### src/mhi_pkg.sv
// Package: register map, field layouts and timing constants
package mhi_pkg;
  localparam logic [7:0] ADDR_CLK_CTRL   = 8'h00;
  localparam logic [7:0] ADDR_STATUS     = 8'h04;
  localparam logic [7:0] ADDR_CMD_CTRL   = 8'h14;
  localparam logic [7:0] ADDR_BLK_LEN    = 8'h20;
  localparam logic [7:0] ADDR_BLK_COUNT  = 8'h24;
  localparam logic [7:0] ADDR_INT_SRC    = 8'h28;
  localparam logic [7:0] ADDR_INT_CLEAR  = 8'h2c;
  localparam logic [7:0] ADDR_INT_EN     = 8'h34;
  localparam logic [7:0] ADDR_EVENT_IN   = 8'h50;
  localparam logic [7:0] ADDR_DATA_LEFT  = 8'h54;

  // Interrupt source bit positions
  localparam int SRC_CMD_END  = 0;
  localparam int SRC_PROGRAM_DONE = 1;
  localparam int SRC_XFER_END = 2;
  localparam int SRC_CLK_STOP = 3;
  localparam int NUM_SRC      = 4;

  // Status bit positions
  localparam int ST_CMD_END   = 13;
  localparam int ST_PROGRAM_DONE  = 12;
  localparam int ST_XFER_END  = 11;
  localparam int ST_CLK_STOP  = 8;
  localparam int ST_FIFO_RDY  = 6;

  // Command control bit positions
  localparam int CC_FMT_LSB   = 0;
  localparam int CC_DATA_EN   = 2;
  localparam int CC_WRITE     = 3;
  localparam int CC_STREAM    = 4;
  localparam int CC_BUSY      = 5;
  localparam int CC_INIT      = 6;
  localparam logic [1:0] FMT_R1 = 2'h1;

  localparam logic [31:0] STATUS_RST  = 32'h0000_0140;
  localparam logic [15:0] BLK_LEN_RST = 16'h0200;
  localparam logic [7:0]  WAIT_CYC    = 8'h08;
  localparam logic [7:0]  INIT_CYC    = 8'h50;
  localparam logic [7:0]  CMD_CYC     = 8'h30;
  localparam logic [15:0] STREAM_TAIL = 16'h0006;

  typedef enum logic [2:0] {
    ST_IDLE, ST_INIT, ST_CMD, ST_DATA, ST_BUSY, ST_WAIT
  } mhi_phase_e;

  typedef enum logic [1:0] {W_IDLE, W_RESP} mhi_bus_e;

  typedef struct packed {
    mhi_bus_e    wph;
    logic        awok;
    logic        wok;
    logic [7:0]  waddr;
    logic [31:0] wdata;
    logic [1:0]  bresp;
    logic        bvalid;
    logic        rvalid;
    logic [31:0] rdata;
    logic [1:0]  rresp;
    logic        arready;
    mhi_phase_e  ph;
    logic        running;
    logic [7:0]  cnt;
    logic [6:0]  cmd_ctrl;
    logic [15:0] blk_len;
    logic [15:0] blk_cnt;
    logic [15:0] left;
    logic [NUM_SRC-1:0] src;
    logic [NUM_SRC-1:0] en;
    logic        fifo_rdy;
    logic        irq;
    logic        clk_out;
    logic [2:0]  busy_sync;
    logic        busy_q;
    logic        crc_on;
  } mhi_state_s;
endpackage

### src/mhi_core.sv
// Interrupt and sequencing core of a card host with an AXI4-Lite slave
// Overview of operation
// - No-data command raises command-ended eight bus clocks after exchange ends.
// - Program-done flag and interrupt rise when card releases busy.
// - Each source enabled by its own enable bit; masked sources stay off output.
// - Writing one to a clear bit deasserts that source; zero leaves it.
// - One combined interrupt line; source and status registers readable.
// - Four sources mirror status flags of same meaning.
// - Clock-stopped source ignores clear; follows stopped clock.
// - Initialize field sends 80 bus clocks before the command.
// - Format 1 is R1; data-enable, write and stream fields select transfer.
// - Multiple block read stops bus clock after final block.
// - In stream write, device stops clock before last six bytes; software then restarts.
// - Stream transfers neither generate nor check data CRC.
// - Stop-clock write returns status and source registers to reset.
// - After busy ends per block, wait eight bus clocks before FIFO ready; the core waits for busy after a write's final block or when the busy field is set.
//
// Implementation choices: the placing of the registers and the AXI4-Lite interface to the registers.
module mhi_core
  import mhi_pkg::*;
(
  input  wire logic        aclk,
  input  wire logic        aresetn,
  input  wire logic [7:0]  s_axi_awaddr,
  input  wire logic        s_axi_awvalid,
  output logic             s_axi_awready,
  input  wire logic [31:0] s_axi_wdata,
  input  wire logic [3:0]  s_axi_wstrb,
  input  wire logic        s_axi_wvalid,
  output logic             s_axi_wready,
  output logic [1:0]       s_axi_bresp,
  output logic             s_axi_bvalid,
  input  wire logic        s_axi_bready,
  input  wire logic [7:0]  s_axi_araddr,
  input  wire logic        s_axi_arvalid,
  output logic             s_axi_arready,
  output logic [31:0]      s_axi_rdata,
  output logic [1:0]       s_axi_rresp,
  output logic             s_axi_rvalid,
  input  wire logic        s_axi_rready,
  input  wire logic        card_busy,
  output logic             card_bus_clock,
  output logic             crc_active,
  output logic             card_host_irq_out
);
  mhi_state_s  st_ff;
  mhi_state_s  nxt_st;
  logic        wr_go;
  logic        bus_edge;
  logic        busy_s;
  logic [31:0] status_w;

  // Bus clock toggles each system clock while running; a falling edge of
  // the generated clock counts as one bus clock cycle.
  assign bus_edge = st_ff.running && st_ff.clk_out;
  assign busy_s   = st_ff.busy_sync[2];
  assign wr_go    = st_ff.wph == W_IDLE && st_ff.awok && st_ff.wok;

  always_comb begin
    status_w = STATUS_RST;
    status_w[ST_CMD_END]  = st_ff.src[SRC_CMD_END];
    status_w[ST_PROGRAM_DONE] = st_ff.src[SRC_PROGRAM_DONE];
    status_w[ST_XFER_END] = st_ff.src[SRC_XFER_END];
    status_w[ST_CLK_STOP] = !st_ff.running;
    status_w[ST_FIFO_RDY] = st_ff.fifo_rdy;
  end

  always_comb begin
    nxt_st = st_ff;
    // Busy pin from the card: three stages, accepted once 2nd and 3rd agree
    nxt_st.busy_sync = {st_ff.busy_sync[1:0], card_busy};
    if (st_ff.busy_sync[2] == st_ff.busy_sync[1]) begin
      nxt_st.busy_q = st_ff.busy_sync[2];
    end
    nxt_st.clk_out = st_ff.running ? !st_ff.clk_out : 1'b0;

    // Write channel: address and data taken in either order
    if (s_axi_awvalid && !st_ff.awok && st_ff.wph == W_IDLE) begin
      nxt_st.awok  = 1'b1;
      nxt_st.waddr = s_axi_awaddr;
    end
    if (s_axi_wvalid && !st_ff.wok && st_ff.wph == W_IDLE) begin
      nxt_st.wok   = 1'b1;
      nxt_st.wdata = s_axi_wdata;
    end
    if (st_ff.bvalid && s_axi_bready) begin
      nxt_st.bvalid = 1'b0;
      nxt_st.wph    = W_IDLE;
    end

    // Sequencer
    case (st_ff.ph)
      ST_IDLE: begin
        nxt_st.cnt = 8'h00;
      end
      ST_INIT: if (bus_edge) begin
        nxt_st.cnt = st_ff.cnt + 8'h01;
        if (st_ff.cnt == INIT_CYC - 8'h01) begin
          nxt_st.ph  = ST_CMD;
          nxt_st.cnt = 8'h00;
        end
      end
      ST_CMD: if (bus_edge) begin
        nxt_st.cnt = st_ff.cnt + 8'h01;
        if (st_ff.cnt == CMD_CYC - 8'h01) begin
          nxt_st.cnt = 8'h00;
          if (st_ff.cmd_ctrl[CC_DATA_EN]) begin
            nxt_st.ph = ST_DATA;
          end else begin
            nxt_st.ph = ST_WAIT;
          end
        end
      end
      ST_DATA: if (bus_edge) begin
        // Stream carries no CRC; block mode appends and checks one
        nxt_st.crc_on = !st_ff.cmd_ctrl[CC_STREAM];
        nxt_st.cnt = st_ff.cnt + 8'h01;
        if (st_ff.cnt == 8'hff) begin
          nxt_st.left = st_ff.left - 16'h0001;
        end
        if (st_ff.cmd_ctrl[CC_STREAM] && st_ff.cmd_ctrl[CC_WRITE] &&
            st_ff.left <= STREAM_TAIL) begin
          nxt_st.running = 1'b0;
          nxt_st.ph      = ST_IDLE;
          nxt_st.crc_on  = 1'b0;
        end else if (!st_ff.cmd_ctrl[CC_STREAM] && st_ff.cnt == 8'hff &&
                     st_ff.left == 16'h0001) begin
          nxt_st.crc_on = 1'b0;
          nxt_st.cnt    = 8'h00;
          if (st_ff.cmd_ctrl[CC_WRITE]) begin
            nxt_st.ph = ST_BUSY;
          end else begin
            nxt_st.ph = ST_WAIT;
          end
        end
      end
      ST_BUSY: begin
        // Busy must be seen first: the pin lags the sequencer by the sync,
        // so an idle pin on entry would otherwise end programming at once
        if (st_ff.busy_q) begin
          nxt_st.cnt = 8'hff;
        end else if (st_ff.cnt == 8'hff && !busy_s) begin
          nxt_st.src[SRC_PROGRAM_DONE] = 1'b1;
          nxt_st.ph  = ST_WAIT;
          nxt_st.cnt = 8'h00;
        end
      end
      ST_WAIT: if (bus_edge) begin
        nxt_st.cnt = st_ff.cnt + 8'h01;
        if (st_ff.cnt == WAIT_CYC - 8'h01) begin
          nxt_st.ph = ST_IDLE;
          if (st_ff.cmd_ctrl[CC_BUSY]) begin
            nxt_st.ph  = ST_BUSY;
            nxt_st.cnt = 8'h00;
          end
          if (st_ff.cmd_ctrl[CC_DATA_EN]) begin
            nxt_st.src[SRC_XFER_END] = 1'b1;
            nxt_st.fifo_rdy          = 1'b1;
            if (!st_ff.cmd_ctrl[CC_WRITE]) begin
              nxt_st.running = 1'b0;
            end
          end else begin
            nxt_st.src[SRC_CMD_END] = 1'b1;
          end
        end
      end
      default: nxt_st.ph = ST_IDLE;
    endcase

    // Register writes; hardware set above wins over clear (set-wins)
    if (wr_go) begin
      nxt_st.awok   = 1'b0;
      nxt_st.wok    = 1'b0;
      nxt_st.wph    = W_RESP;
      nxt_st.bvalid = 1'b1;
      nxt_st.bresp  = 2'h0;
      case (st_ff.waddr)
        ADDR_CLK_CTRL: begin
          if (st_ff.wdata[0]) begin
            nxt_st.running  = 1'b0;
            nxt_st.ph       = ST_IDLE;
            nxt_st.src      = '0;
            // Empty buffers are the reset state of the FIFO flag
            nxt_st.fifo_rdy = 1'b1;
            nxt_st.crc_on   = 1'b0;
          end else if (st_ff.wdata[1]) begin
            nxt_st.running  = 1'b1;
            nxt_st.fifo_rdy = 1'b0;
            if (st_ff.ph == ST_IDLE && st_ff.cmd_ctrl[CC_DATA_EN] &&
                st_ff.left != 16'h0000 && st_ff.src[SRC_CMD_END]) begin
              nxt_st.ph = ST_DATA;                     // Resume after refill
            end else if (st_ff.ph == ST_IDLE) begin
              nxt_st.ph = st_ff.cmd_ctrl[CC_INIT] ? ST_INIT : ST_CMD;
              nxt_st.left = st_ff.blk_cnt;
            end
          end
        end
        ADDR_CMD_CTRL:  nxt_st.cmd_ctrl = st_ff.wdata[6:0];
        ADDR_BLK_LEN:   nxt_st.blk_len  = st_ff.wdata[15:0];
        ADDR_BLK_COUNT: nxt_st.blk_cnt  = st_ff.wdata[15:0];
        ADDR_DATA_LEFT: nxt_st.left     = st_ff.wdata[15:0];
        ADDR_INT_EN:    nxt_st.en       = st_ff.wdata[NUM_SRC-1:0];
        ADDR_INT_CLEAR: begin
          for (int i = 0; i < SRC_CLK_STOP; i++) begin
            if (st_ff.wdata[i] && !nxt_st.src[i]) begin
              nxt_st.src[i] = 1'b0;
            end else if (st_ff.wdata[i] && nxt_st.src[i] == st_ff.src[i]) begin
              nxt_st.src[i] = 1'b0;
            end
          end
        end
        default: nxt_st.bresp = 2'h2;
      endcase
    end
    nxt_st.src[SRC_CLK_STOP] = !nxt_st.running;

    // Read channel
    nxt_st.arready = !st_ff.rvalid && !st_ff.arready;
    if (st_ff.rvalid && s_axi_rready) begin
      nxt_st.rvalid = 1'b0;
    end
    if (s_axi_arvalid && st_ff.arready) begin
      nxt_st.arready = 1'b0;
      nxt_st.rvalid  = 1'b1;
      nxt_st.rresp   = 2'h0;
      case (s_axi_araddr)
        ADDR_STATUS:    nxt_st.rdata = status_w;
        ADDR_INT_SRC:   nxt_st.rdata = {28'h0, st_ff.src};
        ADDR_INT_EN:    nxt_st.rdata = {28'h0, st_ff.en};
        ADDR_CMD_CTRL:  nxt_st.rdata = {25'h0, st_ff.cmd_ctrl};
        ADDR_BLK_LEN:   nxt_st.rdata = {16'h0, st_ff.blk_len};
        ADDR_BLK_COUNT: nxt_st.rdata = {16'h0, st_ff.blk_cnt};
        ADDR_DATA_LEFT: nxt_st.rdata = {16'h0, st_ff.left};
        ADDR_CLK_CTRL,
        ADDR_INT_CLEAR: nxt_st.rdata = 32'h0;
        default: begin
          nxt_st.rdata = 32'h0;
          nxt_st.rresp = 2'h2;
        end
      endcase
    end

    // Registered so a glitch of the mask write never reaches the pin
    nxt_st.irq = |(st_ff.src & st_ff.en);
  end

  always_ff @(posedge aclk) begin
    if (!aresetn) begin
      st_ff          <= '0;
      st_ff.ph       <= ST_IDLE;
      st_ff.wph      <= W_IDLE;
      st_ff.blk_len  <= BLK_LEN_RST;
      st_ff.fifo_rdy <= 1'b1;
      st_ff.src      <= 4'h8;
    end else begin
      st_ff <= nxt_st;
    end
  end

  assign s_axi_awready     = !st_ff.awok && st_ff.wph == W_IDLE;
  assign s_axi_wready      = !st_ff.wok && st_ff.wph == W_IDLE;
  assign s_axi_bvalid      = st_ff.bvalid;
  assign s_axi_bresp       = st_ff.bresp;
  assign s_axi_arready     = st_ff.arready;
  assign s_axi_rvalid      = st_ff.rvalid;
  assign s_axi_rdata       = st_ff.rdata;
  assign s_axi_rresp       = st_ff.rresp;
  assign card_bus_clock    = st_ff.clk_out;
  assign crc_active        = st_ff.crc_on;
  assign card_host_irq_out = st_ff.irq;

  property p_irq_mask;
    @(posedge aclk) disable iff (!aresetn)
      (st_ff.src & st_ff.en) == 4'h0 |=> !card_host_irq_out;
  endproperty
  a_irq_mask: assert property (p_irq_mask) else $error("Masked irq");

  property p_irq_set;
    @(posedge aclk) disable iff (!aresetn)
      (st_ff.src & st_ff.en) != 4'h0 |=> card_host_irq_out;
  endproperty
  a_irq_set: assert property (p_irq_set) else $error("Irq missing");

  property p_clkstop;
    @(posedge aclk) disable iff (!aresetn)
      st_ff.src[SRC_CLK_STOP] == !st_ff.running;
  endproperty
  a_clkstop: assert property (p_clkstop) else $error("Clk src");

  property p_stopclk;
    @(posedge aclk) disable iff (!aresetn)
      wr_go && st_ff.waddr == ADDR_CLK_CTRL && st_ff.wdata[0]
      |=> st_ff.src == 4'h8 && !st_ff.running;
  endproperty
  a_stopclk: assert property (p_stopclk) else $error("Stop clk");

  property p_stream_crc;
    @(posedge aclk) disable iff (!aresetn)
      st_ff.cmd_ctrl[CC_STREAM] && st_ff.ph == ST_DATA |=> !crc_active;
  endproperty
  a_stream_crc: assert property (p_stream_crc) else $error("Crc");

  property p_prg;
    @(posedge aclk) disable iff (!aresetn)
      st_ff.ph == ST_BUSY && $past(st_ff.ph) == ST_BUSY && busy_s
      |=> !($rose(st_ff.src[SRC_PROGRAM_DONE]));
  endproperty
  a_prg: assert property (p_prg) else $error("Prg early");

  property p_wait8;
    @(posedge aclk) disable iff (!aresetn)
      $rose(st_ff.src[SRC_CMD_END]) |-> $past(st_ff.ph) == ST_WAIT &&
      $past(st_ff.cnt) == WAIT_CYC - 8'h01;
  endproperty
  a_wait8: assert property (p_wait8) else $error("Wait count");

  property p_init80;
    @(posedge aclk) disable iff (!aresetn)
      st_ff.ph == ST_INIT ##1 st_ff.ph == ST_CMD |->
      $past(st_ff.cnt, 2) == INIT_CYC - 8'h01;
  endproperty
  a_init80: assert property (p_init80) else $error("Init count");

  property p_fifo_wait;
    @(posedge aclk) disable iff (!aresetn)
      $rose(st_ff.src[SRC_XFER_END]) |-> $past(st_ff.ph) == ST_WAIT &&
      $past(st_ff.cnt) == WAIT_CYC - 8'h01 && st_ff.fifo_rdy;
  endproperty
  a_fifo_wait: assert property (p_fifo_wait) else $error("Fifo wait");

  property p_rd_stop;
    @(posedge aclk) disable iff (!aresetn)
      $rose(st_ff.src[SRC_XFER_END]) && !st_ff.cmd_ctrl[CC_WRITE]
      |-> !st_ff.running;
  endproperty
  a_rd_stop: assert property (p_rd_stop) else $error("Read stop");
endmodule

### config.mk
export PLATFORM = sky130hd
export DESIGN_NAME = mhi_core
export DESIGN_NICKNAME = d
export VERILOG_FILES = /design/src/mhi_pkg.sv /design/src/mhi_core.sv
export SDC_FILE = /design/constraint.sdc
export NUM_CORES = 1
export LEC_CHECK = 0
export BUFFER_PORTS_ARGS = -buffer_cell sky130_fd_sc_hd__buf_2
export CORE_MARGIN = 1.5
export CORE_UTILIZATION = 55
export CTS_BUF_LIST = sky130_fd_sc_hd__clkbuf_8
export DETAILED_ROUTE_END_ITERATION = 8
export PLACE_DENSITY = 0.78
export SYNTH_ARGS = -nofsm -noshare
export SYNTH_HDL_FRONTEND = slang
export SYNTH_SLANG_ARGS = --single-unit
### constraint.sdc
create_clock -name aclk -period 2.5 [get_ports aclk]
set_input_delay 0.5 -clock aclk [delete_from_list [all_inputs] [get_ports aclk]]
set_output_delay 0.5 -clock aclk [all_outputs]
set_load 0.02 [all_outputs]
==> metrics.cfg, run 1 <==
[setup_path]
worstSetupStartpoint=st_ff[82]$_SDFF_PN0_
worstPathCellList=nand2_1 > a31oi_1 > o21ai_2 > buf_4 > or4_1 > a21oi_1 > a311o_1
crit_buf_inv=1
rr_startpoint=st_ff[82]$_SDFF_PN0_
cp_slowest_cell=sky130_fd_sc_hd__dfxtp_1
path_max_fanout=17
critPathKind=reg2reg
crit_path_end_kind=register
worstPathArrival_ns=2.76
required_ns=2.89
cell_family_with_most_cp_delay=compound AO/OA/AOI/OAI gates
worstSetupStartpointType=register
cpPeakStageDelay_ns=0.72

[clock_network]
clk-insertion-delay-late_ns=0.45
cts_buf_count=17
clk_pin_slew_ns=0.07
htree_levels=4
post-cts-setup-buffer-count=0
cts_hold_buffers=0
cts_resized=0
cts_num_sinks=130
clock_path_buffers=2
cts_tree=done
cts.root.buffer_cell=sky130_fd_sc_hd__clkbuf_8

[pwr]
pwr_density_cell_mw_per_mm2=588
total_leakage_power_nw=3.18
power.ir.vdd_worst_uv=403
report.power.total_w=0.00457

[timing]
final_hold_viol_count=0
tns_ns=0
grt_setup_unrepaired=no
setup_viol=0
actual_slew_at_the_worst_max_slew_pin_ns=0.628
fin_skew_ns=0.0140
max_clock_freq_ghz=0.422
min_period_ns=2.37
max-slew-margin-rel=0.580
report.final.slew_viol_count=0
holdWs_ns=0.258
post-route-worst-setup-slack_ns=0.128
layout_worst_path_cycle_share=0.949

[grt]
grt_start_max_net_pins=67
initial_antenna_violation_count=0
first_global_vias=5884
global_route.usage.total=0.291
grt_remaining_overflow=0
first_pass_grt_wire_length_um=29700

[route]
postRouteAntennaNets=0
routed_via_density=6.02
drt-wirelength-per-cell_um=17.7
totalWireLength_um=18400
drt_pass1_iterations=5
route.vias.total=6251
route.detailed.drc=0
detailedRoute.firstIterationViolations=642

[floorplanning]
rows=40
pin_count=104
coreArea_mm2=0.0121
floorplan.die.width_um=115
dieArea_mm2=0.0131
overall_die_height_um=115
initial_utilization=0.568

[logic_synthesis]
synth_async_sr_flop_share=0
yosysUniqueCellTypes=76
synthCells=800
synth-main-ff-cell=sky130_fd_sc_hd__dfxtp_1
synth_seq_cells=130
synthesis.area_per_instance_um2=8.57
synthesis.area_mm2=0.00685
number_of_enable_flip_flop_cells_after_synthesis=0
synth-seq-area-share=0.380
synth-warning-count=0

[placed_design]
dp_slack_ns=0.126
io_buffer_count=65
half_perimeter_wire_length_after_placement_um=13300
gp_congestion=0.902

[layout]
area_growth_pct=13.3
final_core_utilization=0.644
post_route_cells_drive_above_1_share=0.198
num-nets-final=925
n_antenna_cell=0

[hold_path]
timing.hold.worst.class=in2reg
hold_path.startpoint=card_busy

[status]
run_status=completed

[flow_run]
cap_viol_max_count=0

## state kept, by name, indices dropped and copies added (netlist names)
name,count
st_ff,104
card_bus_clock,1
s_axi_arready,1
s_axi_bresp,1
s_axi_rvalid,1
s_axi_rresp,1
crc_active,1
nxt_st,2
s_axi_rdata,16
busy_s,1
card_host_irq_out,1
## routing by layer
metal | GRT usage | vias to the layer above | wire (um)
met5 | 0 | - | 0
met4 | 0.103 | 0 | 423
met3 | 0.0619 | 40 | 1640
met2 | 0.457 | 307 | 8240
met1 | 0.395 | 2948 | 8110
li1 | - | 2956 | -
## report_power, final
part / internal, W / total [W] / switching [W] / leakage, nW
Sequential: 0.00212 / 0.00218 / 0.0000574 / 1.05
Clock: 0.00121 / 0.00206 / 0.000850 / 0.221
Combinational: 0.000114 / 0.000335 / 0.000221 / 1.90
Total: 0.00344 / 0.00457 / 0.00113 / 3.18
## metrics by stage
stage	instances	cell area, um^2
floorplan	817	6920
global placement	1007	7290
detailed placement	1007	7290
CTS	1038	7750
global route	1038	7770
finish	1038	7770
## cells in the mapped netlist, types with 10 or more instances
library cell	count	area share
sky130_fd_sc_hd__nor2_1	85	0.047
sky130_fd_sc_hd__a21oi_1	65	0.047
sky130_fd_sc_hd__mux2i_1	59	0.086
sky130_fd_sc_hd__inv_1	10	0.0055
sky130_fd_sc_hd__nand2_1	87	0.048
sky130_fd_sc_hd__a22oi_1	15	0.016
sky130_fd_sc_hd__clkbuf_1	30	0.016
sky130_fd_sc_hd__o21ai_0	13	0.0095
sky130_fd_sc_hd__buf_2	13	0.0095
sky130_fd_sc_hd__nand2b_1	22	0.020
sky130_fd_sc_hd__dfxtp_1	130	0.38
sky130_fd_sc_hd__nor3_1	20	0.015
sky130_fd_sc_hd__buf_4	37	0.041
sky130_fd_sc_hd__nand3_1	21	0.015
## layout make-up
type	count	area (um^2)
Sequential cell	130	2600
Clock buffer	18	248
Clock inverter	13	209
Timing Repair Buffer	105	638
Fill cell	1043	4290
Tap cell	168	210
Inverter	10	37.5
Multi-Input combinational cell	594	3820
## final timing paths
check / slack (ns) / cells after the start / end
min: 0.26 / 2 / nxt_st[3]$_SDFF_PN0_
min reg2reg: 0.44 / 1 / nxt_st[4]$_SDFF_PN0_
max reg2reg: 0.13 / 7 / st_ff[74]$_SDFFE_PN0P_
max: 0.13 / 7 / st_ff[74]$_SDFFE_PN0P_
## logic make-up (layout without fill, tap and decap cells)
logic type	Yosys count	count (layout)	share of synthesized area
DFF	130	130	0.380
buffers and inverters	93	146	0.0747
other	1	18	0.000547
and+or+nand+nor	316	316	0.248
AOI/OAI and AO/OA	178	178	0.177
muxes	62	62	0.0911
xor gates and xnor gates	13	13	0.0166
adders and majority gates	7	7	0.0128
## cell usage in the layout, fill, tap and decap left out, drive strengths merged, types with 9 or more instances in the layout
master,synthesis,layout
a211oi,9,9
nor2,85,85
nand2,87,87
nor3,26,26
buf,53,105
nand2b,22,22
mux2i,59,59
a21oi,65,65
o21ai,14,14
clkbuf,30,18
conb,1,18
nand3,21,21
a22oi,15,15
inv,10,11
nor4,14,14
a31oi,10,10
dfxtp,130,130
Note: power is estimated with default switching activity, not from simulation.
==> inputs of run 2 (changes only) <==
--- a/config.mk
+++ b/config.mk
@@ -7,10 +7,10 @@
 export LEC_CHECK = 0
 export BUFFER_PORTS_ARGS = -buffer_cell sky130_fd_sc_hd__buf_2
 export CORE_MARGIN = 1.5
-export CORE_UTILIZATION = 55
+export CORE_UTILIZATION = 45
 export CTS_BUF_LIST = sky130_fd_sc_hd__clkbuf_8
 export DETAILED_ROUTE_END_ITERATION = 8
-export PLACE_DENSITY = 0.78
+export PLACE_DENSITY = 0.66
 export SYNTH_ARGS = -nofsm -noshare
 export SYNTH_HDL_FRONTEND = slang
 export SYNTH_SLANG_ARGS = --single-unit
==> run 2 against run 1 <==
Compared with the run above:
- flip-flop and latch count did not move
- combinational power barely moved
- clock power decreased by 19%
- sequential share of layout area barely moved
- critical path type unchanged
- critical endpoint is now st_ff[77]$_SDFFE_PN0P_
==> metrics.cfg, run 2 (same netlist as run 1, synthesis figures left out) <==
[pwr]
pwr_density_cell_mw_per_mm2=539  ; -8.3%
power.ir.vdd_worst_uv=292  ; -27%
report.power.total_w=0.00419  ; -8.4%
total_leakage_power_nw=3.19  ; +0.50%

[setup_path]
worstPathArrival_ns=2.69  ; -0.07 ns
cp_slowest_cell=sky130_fd_sc_hd__or3b_2
cpPeakStageDelay_ns=0.44  ; -0.28 ns
critPathMostFrequentCell=sky130_fd_sc_hd__a21oi_1
required_ns=2.85  ; -0.04 ns
worstSetupStartpointType=register
crit_path_end_kind=register
critPathKind=reg2reg
r2r.worst_path.cells=9  ; +2
worstPathCellList=inv_1 > ha_1 > or3b_2 > nor3_1 > a21oi_1 > o31ai_2 > buf_4 > a21oi_1 > a311o_1
path_max_fanout=6  ; -11

[grt]
first_global_vias=5475  ; -7.0%
initial_antenna_violation_count=0  ; unchanged
grt_start_max_net_pins=76  ; +13%
grt_remaining_overflow=0  ; unchanged
first_pass_grt_wire_length_um=28900  ; -2.8%
global_route.usage.total=0.229  ; -0.0618

[floorplanning]
initial_utilization=0.466  ; -0.102
floorplan.die.width_um=126  ; +10%
coreArea_mm2=0.0147  ; +22%
rows=44  ; +10%
pin_count=104  ; unchanged
dieArea_mm2=0.0160  ; +22%
overall_die_height_um=126  ; +10%

[clock_network]
htree_levels=4  ; unchanged
cts_hold_buffers=0  ; unchanged
cts_tree=done
clk-insertion-delay-late_ns=0.46  ; about the same
cts_num_sinks=130  ; unchanged
clock_path_buffers=2  ; unchanged
clk_pin_slew_ns=0.07  ; about the same
cts_buf_count=17  ; unchanged
cts_resized=0  ; unchanged
post-cts-setup-buffer-count=0  ; unchanged
cts.root.buffer_cell=sky130_fd_sc_hd__clkbuf_8

[layout]
most-common-layout-cells=130 x sky130_fd_sc_hd__dfxtp_1, 87 x sky130_fd_sc_hd__nand2_1, 85 x sky130_fd_sc_hd__nor2_1, 65 x sky130_fd_sc_hd__a21oi_1, 65 x sky130_fd_sc_hd__buf_2
post_route_cells_drive_above_1_share=0.200  ; +0.00207
num-nets-final=935  ; +1.1%
final_common_cell=sky130_fd_sc_hd__dfxtp_1
largest_register_ffs=104  ; unchanged
area_growth_pct=13.2  ; about the same
n_antenna_cell=0  ; unchanged
largest-register=st_ff

[timing]
fin_skew_ns=0.00829  ; -0.00571 ns
tns_ns=0  ; unchanged
report.final.slew_viol_count=0  ; unchanged
grt_setup_unrepaired=no
max-slew-margin-rel=0.537  ; -0.0437
layout_worst_path_cycle_share=0.935  ; -0.0139
max_clock_freq_ghz=0.428  ; +1.5%
setup_viol=0  ; unchanged
actual_slew_at_the_worst_max_slew_pin_ns=0.690  ; +0.0618 ns
final_hold_viol_count=0  ; unchanged
min_period_ns=2.34  ; -0.0347 ns

[route]
totalWireLength_um=17900  ; -2.6%
drt-wirelength-per-cell_um=16.8  ; -5.1%
route.detailed.drc=0  ; unchanged
route.vias.total=6016  ; -3.8%
detailedRoute.firstIterationViolations=507  ; -21%
postRouteAntennaNets=0  ; unchanged
routed_via_density=5.65  ; -6.2%
drt_pass1_iterations=5  ; unchanged

[hold_path]
hold_path_depth=2  ; unchanged
timing.hold.worst.class=in2reg

[placed_design]
half_perimeter_wire_length_after_placement_um=12800  ; -3.9%
gp_congestion=0.905  ; +0.33%
io_buffer_count=65  ; unchanged

[flow_run]
cap_viol_max_count=0  ; unchanged

[status]
run_status=completed

==> run 2: changes by cell type in the layout (fill, tap and decap cells not counted), sizes merged <==
cell	change
clkinv	+2
buf	+10
bufinv	-4
clkbuf	+2
inv	+1
==> run 2: routing by layer <==
| metal | vias up | global-route usage | share of wire |
|---|---|---|---|
| li1 | 2980 | - | - |
| met1 | 2800 | 0.339 | 0.50 |
| met2 | 221 | 0.331 | 0.42 |
| met3 | 15 | 0.0523 | 0.068 |
| met4 | 0 | 0.0669 | 0.011 |
| met5 | - | 0 | 0 |
==> run 2: report_power, final <==
| group | switching [W] | total, W | internal (W) |
|---|---|---|---|
| combinational | 0.000219 | 0.000335 | 0.000115 |
| clock | 0.000829 | 0.00167 | 0.000846 |
| sequential | 0.0000575 | 0.00218 | 0.00212 |
==> run 2: final cells by class <==
class                   instances  area [um^2]
clock inverters                12         92.6
flip-flops and latches        130         2600
clock buffers                  20          275
multi-input cells             594         3810
repair buffers                115          713
well taps                     184          230
fillers                      1432         6940
inverters                      10         38.8
==> run 2: final timing paths <==
kind	startpoint	endpoint	slack (ns)
worst max-delay path	st_ff[17]$_SDFF_PN0_	st_ff[77]$_SDFFE_PN0P_	0.16
worst min-delay path	card_busy	nxt_st[3]$_SDFF_PN0_	0.26
worst max register to register	st_ff[17]$_SDFF_PN0_	st_ff[77]$_SDFFE_PN0P_	0.16
worst min register to register	nxt_st[3]$_SDFF_PN0_	nxt_st[4]$_SDFF_PN0_	0.43
==> run 2: through the flow <==
stage | cell area (um^2) | std cells | worst slack, ns | util | hold slack (ns)
after floorplan | 6920 | 817 | 0.368 | - | 0.412
after global placement | 7390 | 1033 | 0.260 | 0.503 | 0.419
after global routing | 7760 | 1065 | 0.0850 | 0.528 | 0.252
after CTS | 7760 | 1065 | 0.197 | 0.528 | 0.243
after detailed placement | 7390 | 1033 | 0.218 | 0.503 | 0.417
final | 7760 | 1065 | 0.163 | 0.528 | 0.259
==> run 2: worst max-delay path: cells and delay by family, from the launching register on <==
kind | cells | cell delay, ns
buffers and inverters | 2 | 0.28
adders and majority gates | 1 | 0.13
AOI/OAI and AO/OA | 4 | 0.76
DFF | 1 | 0.35
and+or+nand+nor | 2 | 0.70
==> inputs of run 3 (changes only) <==
--- a/config.mk
+++ b/config.mk
@@ -6,6 +6,7 @@
 export NUM_CORES = 1
 export LEC_CHECK = 0
 export BUFFER_PORTS_ARGS = -buffer_cell sky130_fd_sc_hd__buf_2
+export CORE_ASPECT_RATIO = 1.4
 export CORE_MARGIN = 1.5
 export CORE_UTILIZATION = 45
 export CTS_BUF_LIST = sky130_fd_sc_hd__clkbuf_8
==> run 3 against run 2 <==
Compared with the run above:
- total power grew 4.7%
- clock-buffer cell count shrank 3
- via count grew 1.2%
- non-clock buffer count grew 3
- fmax grew 1.3%
- register-to-register slack gained 0.03 ns
- critical endpoint is now st_ff[75]$_SDFFE_PN0P_
- largest cell class unchanged
- largest power group unchanged
==> metrics.cfg, run 3 (same netlist as run 1, synthesis figures left out) <==
[status]
run_status=completed

[floorplanning]
initial_utilization=0.457  ; -0.00895
rows=53  ; +20%
dieArea_mm2=0.0160  ; about the same
overall_die_height_um=149  ; +18%
floorplan.die.width_um=107  ; -15%
coreArea_mm2=0.0150  ; +2.0%
pin_count=104  ; unchanged

[placed_design]
half_perimeter_wire_length_after_placement_um=13300  ; +4.2%
dp_slack_ns=0.122  ; -0.0962 ns
io_buffer_count=65  ; unchanged
placedCellCount=1044  ; +1.1%
gp_congestion=0.918  ; +1.5%

[setup_path]
required_ns=2.81  ; -0.04 ns
worstPathArrival_ns=2.62  ; -0.07 ns
critPathKind=reg2reg
rr_startpoint=st_ff[17]$_SDFF_PN0_
worstSetupStartpointType=register
path_max_fanout=5  ; -1
worstSetupStartpoint=st_ff[17]$_SDFF_PN0_
crit_path_end_kind=register

[clock_network]
clk-insertion-delay-late_ns=0.43  ; -0.03 ns
htree_levels=4  ; unchanged
cts_num_sinks=130  ; unchanged
post-cts-setup-buffer-count=0  ; unchanged
cts_tree=done
clock_path_buffers=2  ; unchanged
cts_buf_count=17  ; unchanged
clk_pin_slew_ns=0.08  ; about the same
cts.root.buffer_cell=sky130_fd_sc_hd__clkbuf_8

[timing]
grt_setup_unrepaired=no
fin_skew_ns=0.0117  ; +0.00344 ns
report.final.slew_viol_count=0  ; unchanged
min_period_ns=2.31  ; -0.0301 ns
setup_viol=0  ; unchanged
max-slew-margin-rel=0.508  ; -0.0289
final_hold_viol_count=0  ; unchanged
max_clock_freq_ghz=0.433  ; +1.3%
post-route-worst-setup-slack_ns=0.193  ; +0.0301 ns
layout_worst_path_cycle_share=0.923  ; -0.0120
actual_slew_at_the_worst_max_slew_pin_ns=0.737  ; +0.0472 ns
tns_ns=0  ; unchanged

[pwr]
report.power.total_w=0.00438  ; +4.7%
pwr_density_cell_mw_per_mm2=557  ; +3.4%
power.ir.vdd_worst_uv=313  ; +6.9%
total_leakage_power_nw=3.22  ; +0.90%

[grt]
first_pass_grt_wire_length_um=28900  ; -0.15%
grt_start_max_net_pins=62  ; -18%
first_global_vias=5682  ; +3.8%
grt_remaining_overflow=0  ; unchanged
global_route.usage.total=0.230  ; +0.00125
initial_antenna_violation_count=0  ; unchanged

[layout]
fill_cells=1442  ; +0.70%
n_antenna_cell=0  ; unchanged
post_route_cells_drive_above_1_share=0.204  ; +0.00385
instances_no_fill=1076  ; +1.0%
most-common-layout-cells=130 x sky130_fd_sc_hd__dfxtp_1, 87 x sky130_fd_sc_hd__nand2_1, 85 x sky130_fd_sc_hd__nor2_1, 65 x sky130_fd_sc_hd__a21oi_1, 65 x sky130_fd_sc_hd__buf_2
final_common_cell=sky130_fd_sc_hd__dfxtp_1
area_growth_pct=14.7
largest-register=st_ff
largest_register_ffs=104  ; unchanged
num-nets-final=938  ; +0.32%

[route]
drt_pass1_iterations=7  ; +2
routed_via_density=5.66  ; +0.13%
detailedRoute.firstIterationViolations=432  ; -15%
drt-wirelength-per-cell_um=16.8  ; -0.43%
route.detailed.drc=0  ; unchanged
totalWireLength_um=18000  ; +0.60%
postRouteAntennaNets=0  ; unchanged
route.vias.total=6086  ; +1.2%

[hold_path]
timing.hold.worst.class=in2reg
hold_path.startpoint=card_busy

[flow_run]
cap_viol_max_count=0  ; unchanged

==> run 3: routing by layer <==
layer / global-route usage / share of wire / vias to the layer above
met5: 0 / 0 / -
met2: 0.382 / 0.48 / 221
met4: 0.0987 / 0.030 / 0
met1: 0.295 / 0.43 / 2856
li1: - / - / 2983
met3: 0.0341 / 0.058 / 26
==> run 3: timing repair <==
| item | 4_1_cts | 5_1_grt |
|---|---|---|
| resized for setup | 0 | 1 |
| endpoints found under the setup margin | 0 | 4 |
| hold buffers | 0 | 0 |
==> run 3: final cells by class <==
type / count / area, um^2 / share of cell area
Inverter: 10 / 38.8 / 0.00493
Sequential cell: 130 / 2600 / 0.331
Tap cell: 192 / 240 / 0.0306
Multi-Input combinational cell: 594 / 3810 / 0.485
Clock inverter: 15 / 185 / 0.0236
Clock buffer: 17 / 234 / 0.0298
Timing Repair Buffer: 118 / 748 / 0.0952
==> run 3: worst max-delay path: stages, from the launching register on <==
cell,delay (ns)
sky130_fd_sc_hd__dfxtp_1,0.35
sky130_fd_sc_hd__inv_1,0.08
sky130_fd_sc_hd__ha_1,0.13
sky130_fd_sc_hd__or3b_2,0.45
sky130_fd_sc_hd__nor3_1,0.26
sky130_fd_sc_hd__a21oi_1,0.23
sky130_fd_sc_hd__o31ai_4,0.33
sky130_fd_sc_hd__a21oi_1,0.07
sky130_fd_sc_hd__a311o_1,0.28
==> run 3: report_power, final <==
| part | internal, W | total, W | switching, W |
|---|---|---|---|
| clock network | 0.000998 | 0.00187 | 0.000872 |
| registers | 0.00212 | 0.00217 | 0.0000557 |
| logic | 0.000117 | 0.000338 | 0.000221 |
==> run 3: metrics by stage <==
step,util,cell area (um^2),hold slack (ns)
global route,0.525,7860,0.284
CTS,0.524,7850,0.255
detailed placement,0.496,7430,0.436
floorplan,-,6920,0.412
finish,0.525,7860,0.284
global placement,0.496,7430,0.415
==> run 3: path summary, 6_finish.rpt <==
kind                                 end  slack [ns]  depth (start not counted)
hold / removal      nxt_st[3]$_SDFF_PN0_        0.28                          2
hold reg to reg     nxt_st[4]$_SDFF_PN0_        0.45                          1
setup / recovery  st_ff[75]$_SDFFE_PN0P_        0.19                          8
setup reg to reg  st_ff[75]$_SDFFE_PN0P_        0.19                          8
